### config.mk
export PLATFORM = sky130hd
export DESIGN_NAME = e1_liu_control_status_bank
export DESIGN_NICKNAME = d
export VERILOG_FILES = /design/src/shared/e1_liu_bank_pkg.sv /design/src/verilog/e1_liu_control_status_bank.sv
export SDC_FILE = /design/constraint.sdc
export NUM_CORES = 1
export LEC_CHECK = 0
export BUFFER_PORTS_ARGS = -buffer_cell sky130_fd_sc_hd__buf_2
export CAP_MARGIN = 30
export CORE_ASPECT_RATIO = 1.5
export CORE_MARGIN = 5
export CORE_UTILIZATION = 53
export CTS_CLUSTER_DIAMETER = 40
export DETAILED_ROUTE_END_ITERATION = 16
export PLACE_DENSITY = 0.77
export SLEW_MARGIN = 20
export SYNTH_ARGS = -nofsm -noshare
export SYNTH_HDL_FRONTEND = slang
export SYNTH_SLANG_ARGS = --single-unit
### constraint.sdc
create_clock -name clk -period 1.7 [get_ports clk]
set_input_delay 0 -clock clk [delete_from_list [all_inputs] [get_ports clk]]
set_output_delay 0 -clock clk [all_outputs]
set_load 0.03 [all_outputs]
### src/shared/e1_liu_bank_pkg.sv
// Purpose: Constants and types for the E1 line interface control/status bank
// Assumes: 40 MHz device clock, 8 channels, 8-bit host port
// Notes:   Offsets are primary-bank byte addresses on the host port

package e1_liu_bank_pkg;

    // ==================================================================
    // Geometry
    localparam int          CHANNELS            = 8;

    // ==================================================================
    // Register offsets
    localparam logic [7:0]  ADDR_LOSS_STATE     = 8'h04;
    localparam logic [7:0]  ADDR_FAULT_STATE    = 8'h05;
    localparam logic [7:0]  ADDR_LOSS_MASK      = 8'h06;
    localparam logic [7:0]  ADDR_FAULT_MASK     = 8'h07;
    localparam logic [7:0]  ADDR_LOSS_FLAGS     = 8'h08;
    localparam logic [7:0]  ADDR_FAULT_FLAGS    = 8'h09;
    localparam logic [7:0]  ADDR_SOFT_RESET     = 8'h0A;
    localparam logic [7:0]  ADDR_MONITOR        = 8'h0B;
    localparam logic [7:0]  ADDR_LOOPBACK       = 8'h0C;
    localparam logic [7:0]  ADDR_CRITERIA       = 8'h0D;
    localparam logic [7:0]  ADDR_AUTO_ONES      = 8'h0E;
    localparam logic [7:0]  ADDR_GLOBAL         = 8'h0F;
    localparam logic [7:0]  ADDR_DRIVER_HIZ     = 8'h12;
    localparam logic [7:0]  ADDR_AIS_STATE      = 8'h13;
    localparam logic [7:0]  ADDR_AIS_MASK       = 8'h14;
    localparam logic [7:0]  ADDR_AIS_FLAGS      = 8'h15;

    // ==================================================================
    // Reset values
    localparam logic [7:0]  RST_CHANNEL_REG     = 8'h00;
    localparam logic [7:0]  RST_SOFT_RESET      = 8'hFF;
    localparam logic [3:0]  RST_MONITOR         = 4'h0;
    localparam logic [6:0]  RST_GLOBAL          = 7'h00;
    localparam logic [7:0]  READ_UNMAPPED       = 8'h00;

    // ==================================================================
    // Field positions
    localparam int          MON_TX_BIT          = 3;
    localparam int          GCF_ALARM_INSERT    = 6;
    localparam int          GCF_SHORT_BYPASS    = 5;
    localparam int          GCF_AMI             = 4;
    localparam int          GCF_FIFO_DEPTH      = 3;
    localparam int          GCF_BANDWIDTH       = 2;
    localparam int          GCF_PATH_MSB        = 1;
    localparam int          GCF_PATH_LSB        = 0;
    localparam logic [1:0]  JITTER_PATH_TX      = 2'h1;
    localparam logic [1:0]  JITTER_PATH_RX      = 2'h3;

    // ==================================================================
    // Timing
    localparam int          CLK_PERIOD_NS       = 25;
    localparam int          SRST_TIME_NS        = 1000;
    localparam int          SRST_CYCLES_INT     = (SRST_TIME_NS + CLK_PERIOD_NS - 1) / CLK_PERIOD_NS;
    localparam logic [5:0]  SRST_CYCLES         = 6'(SRST_CYCLES_INT);

    // ==================================================================
    // Carriers
    typedef struct packed {
        logic [7:0] loss;
        logic [7:0] fault;
        logic [7:0] alarm_indication_state;
    } line_status_type;

    typedef struct packed {
        logic       wr;
        logic       rd;
        logic [7:0] addr;
        logic [7:0] wdata;
    } host_req_type;

    typedef struct packed {
        logic [7:0] loopback_en;
        logic [7:0] criteria_etsi;
        logic [7:0] driver_hiz;
        logic [7:0] all_ones_tx;
        logic [7:0] alarm_insert;
    } channel_ctrl_type;

    typedef struct packed {
        logic       monitor_active;
        logic       monitor_tx;
        logic [2:0] monitor_channel;
        logic       short_protect_on;
        logic       ami_select;
        logic       jitter_fifo_deep;
        logic       jitter_bw_high;
        logic       jitter_in_tx;
        logic       jitter_in_rx;
        logic       soft_reset_busy;
    } global_ctrl_type;

    typedef struct packed {
        line_status_type s1;
        line_status_type s2;
        line_status_type s3;
        line_status_type stable;
        logic [7:0]      loss_mask;
        logic [7:0]      fault_mask;
        logic [7:0]      ais_mask;
        logic [7:0]      loss_flags;
        logic [7:0]      fault_flags;
        logic [7:0]      ais_flags;
        logic [3:0]      monitor;
        logic [7:0]      loopback;
        logic [7:0]      criteria;
        logic [7:0]      auto_ones;
        logic [6:0]      global_cfg;
        logic [7:0]      driver_hiz;
        logic [5:0]      srst_count;
        logic [7:0]      all_ones;
        logic [7:0]      alarm_insert;
        logic [7:0]      rdata;
        logic            rvalid;
    } bank_state_type;

    localparam bank_state_type STATE_RESET = '0;

endpackage

### src/verilog/e1_liu_control_status_bank.sv
// Purpose: Per-channel control and status register bank, primary addresses 04H..15H
// Assumes: Host strobes are one-cycle pulses on clk; line status arrives asynchronously
// Notes:   Read data is valid one cycle after the read strobe
//
// Notes on behaviour
// - Masked loss change in either direction sets loss flag; status read clears it.
// - Masked driver-fault change sets fault flag; fault status read clears it.
// - Masked ALARM_INDICATION_STATE change sets ALARM_INDICATION_STATE flag; ALARM_INDICATION_STATE status read clears it.
// - Any write to reset location outside a running reset starts 1 us cycle restoring all defaults.
// - Reset location content stays all ones after a write.
// - Monitor codes 0001..0111 route receivers 1..7 to monitor channel.
// - Monitor codes 1001..1111 route transmitters 1..7 to monitor channel.
// - Codes 0000 and 1000 mean no monitoring; upper monitor bits read zero.
// - Loopback bit set enables digital loopback on that channel; resets zero.
// - Criteria bit selects G.775 when 0, ETSI 300 233 when 1.
// - Auto all-ones bit sends all ones to line during loss of signal.
// - Global alarm-insert bit inserts ALARM_INDICATION_STATE to system side on loss.
// - Protection-bypass bit 0 keeps short-circuit protection, 1 turns it off.
// - Encoding bit 0 selects HDB3, 1 selects AMI.
// - Depth bit 0 selects 32-bit jitter FIFO, 1 selects 64-bit.
// - Bandwidth bit 0 gives 1.7 Hz corner, 1 gives 6.6 Hz.
// - Path 01 puts attenuator in transmit, 11 in receive, else unused.
// - Output-enable bit set puts channel drivers in high impedance.
// - ALARM_INDICATION_STATE status register reads 1 while ALARM_INDICATION_STATE detected on channel.
// - ALARM_INDICATION_STATE mask bit 1 allows the ALARM_INDICATION_STATE interrupt flag, 0 blocks it.
// - Loss mask bit 1 allows the loss flag, 0 blocks it.
// - Fault mask bit 1 allows the driver-fault flag, 0 blocks it.

`timescale 1ns/100ps

module e1_liu_control_status_bank
    import e1_liu_bank_pkg::*;
(
    // Clock and reset
    input  wire logic            clk,
    input  wire logic            resetn,
    // Host port
    input  wire host_req_type    host_req,
    output logic [7:0]           host_rdata,
    output logic                 host_rvalid,
    // Line status from the analog front end
    input  wire line_status_type line_status,
    // Controls toward the datapath
    output channel_ctrl_type     channel_ctrl,
    output global_ctrl_type      global_ctrl
);

    // ==================================================================
    // Decoding
    function automatic logic mon_active(input logic [3:0] code);
        mon_active = (code[2:0] != 3'h0);
    endfunction

    function automatic logic [7:0] keep_flags(input logic [7:0] flags, input logic clr,
                                              input logic [7:0] set);
        // Set wins over a clear arriving in the same cycle
        keep_flags = (flags & ~{8{clr}}) | set;
    endfunction

    bank_state_type state_reg;
    bank_state_type state_next;

    logic            busy;
    logic            wr_ok;
    logic            rd_ok;
    line_status_type agree;
    line_status_type changed;
    logic [7:0]      loss_evt;
    logic [7:0]      fault_evt;
    logic [7:0]      ais_evt;

    assign busy = (state_reg.srst_count != 6'h00);
    assign wr_ok = host_req.wr && !busy;
    assign rd_ok = host_req.rd;

    // ==================================================================
    // Input filter: a change counts once the second and third stages agree
    assign agree   = ~(state_reg.s2 ^ state_reg.s3);
    assign changed = agree & (state_reg.s3 ^ state_reg.stable);

    assign loss_evt  = changed.loss  & state_reg.loss_mask;
    assign fault_evt = changed.fault & state_reg.fault_mask;
    assign ais_evt   = changed.alarm_indication_state   & state_reg.ais_mask;

    // ==================================================================
    // Next state
    always_comb begin
        state_next = state_reg;
        state_next.s1 = line_status;
        state_next.s2 = state_reg.s1;
        state_next.s3 = state_reg.s2;
        state_next.stable = (agree & state_reg.s3) | (~agree & state_reg.stable);

        state_next.loss_flags  = keep_flags(state_reg.loss_flags,
                                            rd_ok && host_req.addr == ADDR_LOSS_STATE, loss_evt);
        state_next.fault_flags = keep_flags(state_reg.fault_flags,
                                            rd_ok && host_req.addr == ADDR_FAULT_STATE, fault_evt);
        state_next.ais_flags   = keep_flags(state_reg.ais_flags,
                                            rd_ok && host_req.addr == ADDR_AIS_STATE, ais_evt);

        if (busy) begin
            state_next.srst_count = state_reg.srst_count - 6'h01;
        end

        if (wr_ok) begin
            unique case (host_req.addr)
                ADDR_LOSS_MASK:   state_next.loss_mask  = host_req.wdata;
                ADDR_FAULT_MASK:  state_next.fault_mask = host_req.wdata;
                ADDR_SOFT_RESET:  state_next.srst_count = SRST_CYCLES;
                ADDR_MONITOR:     state_next.monitor    = host_req.wdata[3:0];
                ADDR_LOOPBACK:    state_next.loopback   = host_req.wdata;
                ADDR_CRITERIA:    state_next.criteria   = host_req.wdata;
                ADDR_AUTO_ONES:   state_next.auto_ones  = host_req.wdata;
                ADDR_GLOBAL:      state_next.global_cfg = host_req.wdata[6:0];
                ADDR_DRIVER_HIZ:  state_next.driver_hiz = host_req.wdata;
                ADDR_AIS_MASK:    state_next.ais_mask   = host_req.wdata;
                default: begin
                end
            endcase
        end

        // Hold every register at its default for the whole reset cycle; events
        // seen meanwhile are dropped, as the flags must read clear afterwards
        if (busy || (wr_ok && host_req.addr == ADDR_SOFT_RESET)) begin
            state_next.loss_mask   = RST_CHANNEL_REG;
            state_next.fault_mask  = RST_CHANNEL_REG;
            state_next.ais_mask    = RST_CHANNEL_REG;
            state_next.loss_flags  = RST_CHANNEL_REG;
            state_next.fault_flags = RST_CHANNEL_REG;
            state_next.ais_flags   = RST_CHANNEL_REG;
            state_next.monitor     = RST_MONITOR;
            state_next.loopback    = RST_CHANNEL_REG;
            state_next.criteria    = RST_CHANNEL_REG;
            state_next.auto_ones   = RST_CHANNEL_REG;
            state_next.global_cfg  = RST_GLOBAL;
            state_next.driver_hiz  = RST_CHANNEL_REG;
        end

        state_next.all_ones     = state_reg.auto_ones & state_reg.stable.loss;
        state_next.alarm_insert = {8{state_reg.global_cfg[GCF_ALARM_INSERT]}}
                                  & state_reg.stable.loss;

        state_next.rvalid = rd_ok;
        unique case (host_req.addr)
            ADDR_LOSS_STATE:  state_next.rdata = state_reg.stable.loss;
            ADDR_FAULT_STATE: state_next.rdata = state_reg.stable.fault;
            ADDR_LOSS_MASK:   state_next.rdata = state_reg.loss_mask;
            ADDR_FAULT_MASK:  state_next.rdata = state_reg.fault_mask;
            ADDR_LOSS_FLAGS:  state_next.rdata = state_reg.loss_flags;
            ADDR_FAULT_FLAGS: state_next.rdata = state_reg.fault_flags;
            ADDR_SOFT_RESET:  state_next.rdata = RST_SOFT_RESET;
            ADDR_MONITOR:     state_next.rdata = {4'h0, state_reg.monitor};
            ADDR_LOOPBACK:    state_next.rdata = state_reg.loopback;
            ADDR_CRITERIA:    state_next.rdata = state_reg.criteria;
            ADDR_AUTO_ONES:   state_next.rdata = state_reg.auto_ones;
            ADDR_GLOBAL:      state_next.rdata = {1'b0, state_reg.global_cfg};
            ADDR_DRIVER_HIZ:  state_next.rdata = state_reg.driver_hiz;
            ADDR_AIS_STATE:   state_next.rdata = state_reg.stable.alarm_indication_state;
            ADDR_AIS_MASK:    state_next.rdata = state_reg.ais_mask;
            ADDR_AIS_FLAGS:   state_next.rdata = state_reg.ais_flags;
            default:          state_next.rdata = READ_UNMAPPED;
        endcase
        if (!rd_ok) begin
            state_next.rdata = state_reg.rdata;
        end
    end

    always_ff @(posedge clk) begin
        if (!resetn) begin
            state_reg <= STATE_RESET;
        end else begin
            state_reg <= state_next;
        end
    end

    // ==================================================================
    // Outputs
    assign host_rdata  = state_reg.rdata;
    assign host_rvalid = state_reg.rvalid;

    assign channel_ctrl.loopback_en   = state_reg.loopback;
    assign channel_ctrl.criteria_etsi = state_reg.criteria;
    assign channel_ctrl.driver_hiz    = state_reg.driver_hiz;
    assign channel_ctrl.all_ones_tx   = state_reg.all_ones;
    assign channel_ctrl.alarm_insert  = state_reg.alarm_insert;

    assign global_ctrl.monitor_active   = mon_active(state_reg.monitor);
    assign global_ctrl.monitor_tx       = state_reg.monitor[MON_TX_BIT];
    assign global_ctrl.monitor_channel  = state_reg.monitor[2:0];
    assign global_ctrl.short_protect_on = !state_reg.global_cfg[GCF_SHORT_BYPASS];
    assign global_ctrl.ami_select       = state_reg.global_cfg[GCF_AMI];
    assign global_ctrl.jitter_fifo_deep = state_reg.global_cfg[GCF_FIFO_DEPTH];
    assign global_ctrl.jitter_bw_high   = state_reg.global_cfg[GCF_BANDWIDTH];
    assign global_ctrl.jitter_in_tx     = state_reg.global_cfg[GCF_PATH_MSB:GCF_PATH_LSB]
                                          == JITTER_PATH_TX;
    assign global_ctrl.jitter_in_rx     = state_reg.global_cfg[GCF_PATH_MSB:GCF_PATH_LSB]
                                          == JITTER_PATH_RX;
    assign global_ctrl.soft_reset_busy  = busy;

    logic [7:0] loss_blocked;
    logic [7:0] ais_blocked;
    logic [6:0] busy_run;

    // Changes that the mask must keep out, on bits whose flag is still clear
    assign loss_blocked = changed.loss & ~state_reg.loss_mask & ~state_reg.loss_flags;
    assign ais_blocked  = changed.alarm_indication_state & ~state_reg.ais_mask & ~state_reg.ais_flags;

    always_ff @(posedge clk) begin
        if (!resetn || !busy) begin
            busy_run <= 7'h00;
        end else begin
            busy_run <= busy_run + 7'h01;
        end
    end
endmodule // e1_liu_control_status_bank

* Word level (Yosys, flattened, before mapping)
Cells that the tools add are included.
** Operators by class
- $add $sub $neg :: 1
- Multipliers :: 0
- Divide/modulo/power cells :: 0
- $lt $le $gt $ge :: 0
- Equal/unequal tests :: 18
- Shift operators :: 0
- Muxes and demuxes :: 4
- Bitwise logic cells :: 23
- Reduce and logical (&&, ||, !) cells :: 20
** Operators by type and width (number)
- $pmux 8 s16 :: 1
- $and 24x24->24 :: 3
- $and 8x8->8 :: 8
- $eq 8x4->1 const B :: 8
- $not 24->24 :: 2
- $xor 24x24->24 :: 2
- $eq 8x3->1 const B :: 4
- $eq 8x5->1 const B :: 4
- $not 8->8 :: 3
- $or 24x24->24 :: 1
- $or 8x8->8 :: 3
- $mux 6 :: 3
- $reduce_and 2->1 :: 9
- $reduce_bool 6->1 :: 1
- $sub 6x1->6 const B :: 1
- $logic_and 1x1->1 :: 5
- $reduce_bool 3->1 :: 1
- $eq 2x1->1 const B :: 1
- $eq 2x2->1 const B :: 1
- $logic_not 1->1 :: 2
- $reduce_or 2->1 :: 1
- $logic_or 1x1->1 :: 1
- $not 1->1 :: 1
** Storage, ports and cells
- Flip-flop bits (word level) :: 218
- Bits in latches :: 0
- Bits in writable memories :: 0
- ROM bits :: 0
- Input bits :: 44
- Output and inout bits :: 61
- Word-level logic and storage cells :: 95
- Memories kept :: 0

* Depth between registers and ports, before layout
Gate-level depths: netlist (run 1).
- Depth after elaboration :: 6
- Mapped depth :: 8
- Depth with buffers taken out :: 6

* Worst setup path before layout (run 1)
Ideal clock, no wire load.
- Path type :: register to register
- Start point :: register state_reg[25] in the netlist's numbering
- End point :: register state_reg, in the netlist channel_ctrl[24]
- Library setup time :: 114 ps
- Arrival :: 1628 ps
- Data required time :: 1586 ps
- Setup slack :: -43 ps
- Stages on the path, launching flop included :: 9
- Path buffers :: 2
- Clock period less this slack :: 1743 ps
- Path through :: dfxtp_1 -> inv_1 -> ha_1 -> nand4b_1 -> buf_2 -> nand3b_1 -> buf_2 -> mux2i_1 -> nor2_1
** On the way
- Cells in the longest elaborated chain, start to end :: 6
- Elaborated cells between the ends (all ways) :: 7
- Classes of those cells :: 7 x reduce/logical
** RTL lines
- from (decl) :: RTL line e1_liu_control_status_bank.sv:60 : bank_state_type state_reg;
- from (signal assigned) :: RTL line e1_liu_control_status_bank.sv:172 : state_reg <= state_next;
- $reduce_bool 6->1 * :: RTL line e1_liu_control_status_bank.sv:72 : assign busy = (state_reg.srst_count != 6'h00);
- $logic_not 1->1
- $logic_and 1x1->1 :: RTL line e1_liu_control_status_bank.sv:73 : assign wr_ok = host_req.wr && !busy;
- $logic_and 1x1->1 :: RTL line e1_liu_control_status_bank.sv:124 : if (busy || (wr_ok && host_req.addr == ADDR_SOFT_RESET)) begin
- $logic_or 1x1->1 :: RTL line e1_liu_control_status_bank.sv:124
- $reduce_or 2->1 (no line)
Mark *: on every way between the ends. The rest lies on a longest branch, timed or not.
A chain may end at the register's enable or synchronous reset.

* Final worst setup path (run 1)
- Start point :: register state_reg[28] in the netlist's numbering
- End point :: register state_reg[39] in the netlist's numbering
The elaborated chain is that of the path after synthesis.

==> run_results.csv, run 1 <==
group,metric,value,unit
worst_setup_path,r2r_end,"state_reg[39]",
power_and_ir_drop,pwr_density_cell,1070,nW/um^2
hold_path,hp-class,"primary input to register",
clocking,root_buffer,"clkbuf_16",
global_route,gr-total-overflow,0,
floorplan,io_pins,105,
synthesis,synthFlopType,"dfxtp_1",
floorplan,die_x,118,um
timing,layout_setup_ws,-9.04,ps
timing,setup_viol,3,
drt,wl,24900,um
clocking,htree_levels,1,
synthesis,synth-seq-area-share,46.7,%
worst_setup_path,critPathSlowestCell,"or3_1",
status,status,"finished, violations left",
timing,period_share,101,%
power_and_ir_drop,ir_worst_vdd,1.27,mV
layout,layout.nets,1181,
worst_setup_path,startpoint_type,"register",
worst_setup_path,worstPathMaxFanout,11,
worst_setup_path,slowest_delay,500,ps
timing,finalClockSkew,16.5,ps
worst_setup_path,path_cells,"nor3_4, nand4b_1, buf_12, or3_1, nand2_1, a21oi_1",
layout,final_common_cell,"dfxtp_1",
worst_setup_path,reg2reg_depth,6,
placement,dp.cells,1286,
timing,min_period,1710,ps
floorplan,dieHeight,173,um
layout,antenna_cells,0,
hold_path,holdPathStages,4,
synthesis,synth_edf_count,0,
global_route,grt_usage,23.5,%
synthesis,synth_seq_cells,218,
placement,io_buffer_count,104,
hold_path,timing.hold.worst.start,"host_req[12]",
layout,finalNonFillerCells,1364,
timing,fmax,585,MHz
timing,finalSetupTns,-18.6,ps
global_route,grt_start_max_net_pins,119,
status,failed_checks,"negative setup slack",
layout,fin_util,65.3,%
synthesis,syn_avg_cell_area,9.30,sq um
timing,slew_violations,0,
timing,worst_pin_slew,466,ps
drt,firstDrtPassIters,5,
floorplan,dieArea,20400,sq um
floorplan,coreArea,17300,sq um
layout,regArea,4370,sq um
placement,hpwlAfterDp,17700,um
worst_setup_path,ff2ff_setup_slack,-9,ps
layout,multi_input_area,4270,sq um
worst_setup_path,r2r-start,"state_reg[28]",
synthesis,synthArstFlopShare,0,%
floorplan,initial_core_util,53.9,%
drt,wl_per_cell,18.2,um
clocking,cts_tree,"done",
worst_setup_path,worstPathRequired,2090,ps
layout,synthToLayoutAreaGrowth,21.2,%
drt,vias,7538,
worst_setup_path,critPathKind,"register to register",
drt,viasPerCell,5.53,
global_route,first_global_vias,7279,
clocking,cts_sinks,218,
synthesis,syn_area,9350,sq um
power_and_ir_drop,leakagePower,4.44,nW
clocking,clkLatencyLatePin,510,ps
layout,drive_gt1_share,22.8,%
drt,drc,0,
synthesis,postSynthCellCount,1005,
worst_setup_path,cp.arrival,2090,ps
drt,drt_iter0_drc,690,
layout,layout_common_cells,"dfxtp_1 (217), nand2_1 (106), buf_2 (103)",
placement,gp_congestion,0.949,
global_route,antenna_found_initial,0,
layout,fill_cells,1381,
job,cap_violations,0,
placement,place_ws,-51.3,ps
timing,slew-limit-headroom,68.1,%
clocking,clock_path_buffers,3,
synthesis,synthesis.nets,1051,
synthesis,ys_warn_count,0,
timing,rsz0062_at_grt,"yes",
drt,antenna_left,0,
timing,finalHoldViolations,0,
hold_path,holdPathEnd,"host_rdata[5]",
worst_setup_path,cp-end-kind,"register",
clocking,numCtsBuffers,23,
floorplan,rows,59,
global_route,grt_pass1_wl,39100,um
clocking,path_clk_slew,70,ps
synthesis,yosysUniqueCellTypes,64,
kinds of logic after synthesis:
group           share of synthesized area (%)
buf+inv                                  8.02
simple gates                             22.2
compound gates                           13.0
xor+xnor                                0.469
flops                                    46.7
fa+ha+maj                               0.268
mux                                      9.33
layer usage:
layer	up-vias	routed length, um	global-route usage [%]	share of wire (%)
met3	88	1540	3.82	6.2
met5	-	0	0	0
li1	3695	-	-	-
met2	272	11900	39.8	48
met4	0	1580	13.6	6.4
met1	3483	9850	27.9	40
synth_stat cells (5+ instances only):
cell / number / area share (%)
dfxtp_1: 218 / 47
nand2_1: 106 / 4.3
nor2_1: 95 / 3.8
and2_1: 77 / 5.2
mux2i_1: 68 / 7.3
o21ai_0: 58 / 3.1
buf_4: 57 / 4.6
a21oi_1: 38 / 2.0
clkbuf_1: 32 / 1.3
a21boi_0: 25 / 2.0
and3_1: 22 / 1.5
a22oi_1: 21 / 1.7
buf_2: 14 / 0.75
nand3_1: 12 / 0.64
nor3b_1: 11 / 0.88
a31oi_1: 9 / 0.60
and3b_1: 9 / 0.84
buf_6: 9 / 1.1
mux2_2: 9 / 1.1
nor2b_1: 9 / 0.60
o22ai_1: 7 / 0.47
inv_1: 6 / 0.24
nand3b_1: 6 / 0.48
nor3_4: 6 / 1.0
nand2b_1: 5 / 0.33
worst max-delay path: cells and delay by family (launching register included):
family / cells / cell delay (ps)
compound gates: 1 / 60
simple gates: 4 / 980
flops: 1 / 330
buf+inv: 1 / 190
worst max-delay path by stage:
stage	cells after the start	endpoint	from	slack, ps
floorplan	6	state_reg[100]	state_reg[28]	20
global placement	7	global_ctrl[9]	host_req[13]	-8
detailed placement	7	global_ctrl[7]	state_reg[28]	-50
CTS	6	channel_ctrl[32]	state_reg[28]	-2
global route	7	channel_ctrl[22]	state_reg[28]	-100
finish	6	state_reg[39]	state_reg[28]	-9
report_power, final:
group,switching [W],internal [W],total (W)
clock network,0.00207,0.00311,0.00517
registers,0.0000923,0.00524,0.00534
logic,0.000859,0.000725,0.00158
per-stage QoR:
stage | hold slack (ps) | instance area, sq um | power [W]
CTS | 25.5 | 11300 | 0.0121
global placement | 206 | 10100 | 0.00683
finish | 37.4 | 11300 | 0.0121
floorplan | 127 | 9350 | 0.00639
global route | 53.6 | 11300 | 0.0125
detailed placement | 209 | 10100 | 0.00685
timing repair:
action | CTS | global route
gates resized for setup | 4 | 11
setup buffers | 0 | 2
hold endpoints to repair | 95 | 0
setup endpoints to repair | 32 | 62
pin swaps | 2 | 0
hold buffers | 35 | 0
layout make-up:
| cell class | instances | area share [%] |
|---|---|---|
| Clock buffer | 28 | 5.51 |
| Clock inverter | 13 | 1.51 |
| Inverter | 6 | 0.199 |
| Multi-Input combinational cell | 667 | 37.7 |
| Sequential cell | 218 | 38.6 |
| Tap cell | 213 | 2.35 |
| Timing Repair Buffer | 219 | 14.2 |
Power figures use the tool's default switching activity.
==> run 2, diff against run 1 <==
--- a/config.mk
+++ b/config.mk
@@ -17,3 +17,4 @@
 export SYNTH_ARGS = -nofsm -noshare
 export SYNTH_HDL_FRONTEND = slang
 export SYNTH_SLANG_ARGS = --single-unit
+export TNS_END_PERCENT = 1
==> run_results.csv, run 2 (synthesis gave the netlist of run 1 again) <==
group,metric,value,unit
floorplan,rows,59,
clocking,root_buffer,"clkbuf_16",
clocking,path_clk_slew,70,ps
drt,route.met2.wl,11900,um
job,cap_violations,0,
global_route,first_global_vias,7283,
layout,fill_cells,1386,
layout,layout_common_cells,"dfxtp_1 (217), nand2_1 (106), buf_2 (104)",
status,status,"finished, violations left",
drt,drc,0,
worst_setup_path,cp.arrival,2090,ps
timing,fmax,587,MHz
power_and_ir_drop,ir_worst_vdd,1.27,mV
drt,wl,24900,um
layout,finalNonFillerCells,1362,
layout,design_area,11300,sq um
power_and_ir_drop,internal_power,0.00902,W
status,failed_checks,"negative setup slack",
layout,antenna_cells,0,
clocking,clock_path_buffers,3,
timing,setup_viol,2,
power_and_ir_drop,pwr_density_cell,1060,nW/um^2
placement,detailed_place.area,10100,sq um
global_route,antenna_found_initial,0,
drt,wl_per_cell,18.3,um
drt,wl_met1,9770,um
power_and_ir_drop,switching_power,0.00301,W
global_route,grt_usage,23.5,%
power_and_ir_drop,netSwitchingFraction,25.0,%
timing,finalHoldWorstSlack,34.0,ps
timing,finalClockSkew,17.4,ps
worst_setup_path,worstPathMaxFanout,11,
drt,top_layer,"met4",
global_route,gr-total-overflow,0,
clocking,numCtsBuffers,23,
timing,finalHoldViolations,0,
floorplan,die_x,118,um
layout,multi_input_area,4260,sq um
timing,slew-limit-headroom,69.6,%
drt,dr_wl_met3,1600,um
floorplan,coreArea,17300,sq um
layout,final_common_cell,"dfxtp_1",
clocking,cts_sinks,218,
floorplan,io_pins,105,
placement,dp.cells,1286,
drt,drt_iter0_drc,605,
floorplan,dieArea,20400,sq um
drt,firstDrtPassIters,5,
placement,gp_congestion,0.949,
clocking,clkLatencyLatePin,510,ps
floorplan,initial_core_util,53.9,%
worst_setup_path,startpoint_type,"register",
drt,viasPerCell,5.54,
power_and_ir_drop,leakagePower,4.43,nW
power_and_ir_drop,p_seq_share,44.4,%
timing,slew_violations,0,
placement,io_buffer_count,104,
timing,rsz0062_at_grt,"yes",
placement,hpwlAfterDp,17700,um
layout,synthToLayoutAreaGrowth,20.9,%
clocking,cts_tree,"done",
layout,drive_gt1_share,22.5,%
worst_setup_path,cp-end-kind,"register",
timing,worst_pin_slew,443,ps
floorplan,dieHeight,173,um
power_and_ir_drop,power_frac_comb,12.6,%
timing,layout_setup_ws,-3.25,ps
worst_setup_path,worstPathRequired,2090,ps
worst_setup_path,critPathKind,"register to register",
power_and_ir_drop,pwr-share-clk,43.0,%
timing,min_period,1700,ps
placement,place_ws,-51.3,ps
drt,vias,7550,
hold_path,hp-class,"primary input to register",
global_route,grt_start_max_net_pins,119,
drt,antenna_left,0,
timing,period_share,100,%
clocking,cts_setup_buffers,0,
layout,regArea,4370,sq um
clocking,htree_levels,1,
global_route,grt_pass1_wl,39100,um
layout,layout.nets,1179,
==> run 2: power by group through the flow <==
stage	Clock [W]	Sequential, W	Combinational [W]
2_1_floorplan	0	0.00543	0.000962
4_1_cts	0.00526	0.00533	0.00149
3_5_place_dp	0	0.00543	0.00142
6_report	0.00518	0.00534	0.00152
5_1_grt	0.00548	0.00535	0.00165
3_3_place_gp	0	0.00543	0.00140
==> run 2: cell type report <==
type                            instances  share of cell area (%)
Multi-Input combinational cell        667                    37.7
Sequential cell                       218                    38.6
Clock inverter                         13                    1.52
Tap cell                              213                    2.36
Inverter                                6                   0.199
Timing Repair Buffer                  217                    14.0
Clock buffer                           28                    5.53
==> run 2: final timing paths <==
path              cells past startpoint       startpoint  slack (ps)              end
hold reg to reg                       1  state_next[181]         420  state_next[157]
setup reg to reg                      6    state_reg[28]          -3    state_reg[39]
setup / recovery                      6    state_reg[28]          -3    state_reg[39]
hold / removal                        4     host_req[12]          30    host_rdata[5]
==> run 2: per-stage QoR <==
step	util (%)	TNS [ps]	total power [W]
2_1_floorplan	-	0	0.00639
3_3_place_gp	58.2	-158	0.00683
3_5_place_dp	58.2	-2240	0.00685
4_1_cts	64.9	-6.63	0.0121
5_1_grt	65.1	-1730	0.0125
6_report	65.1	-4.90	0.0120
==> run 2: layer usage <==
metal | vias up | global-route usage, %
li1 | 3686 | -
met1 | 3497 | 27.9
met2 | 277 | 39.8
met3 | 90 | 3.82
met4 | 0 | 13.6
met5 | - | 0
==> run 2: repair_timing <==
action,4_1_cts,5_1_grt
resized for setup,4,8
setup endpoints to repair,32,62
cloned,0,0
hold endpoints to repair,95,0
pin swaps,2,2
hold buffers,35,0
==> run 2: worst max-delay path, cell delays in order (launching register included) <==
cell	delay [ps]
dfxtp_2	330
nor3_4	200
nand4b_1	170
buf_12	190
or3_1	500
nand2_1	110
a21oi_1	60
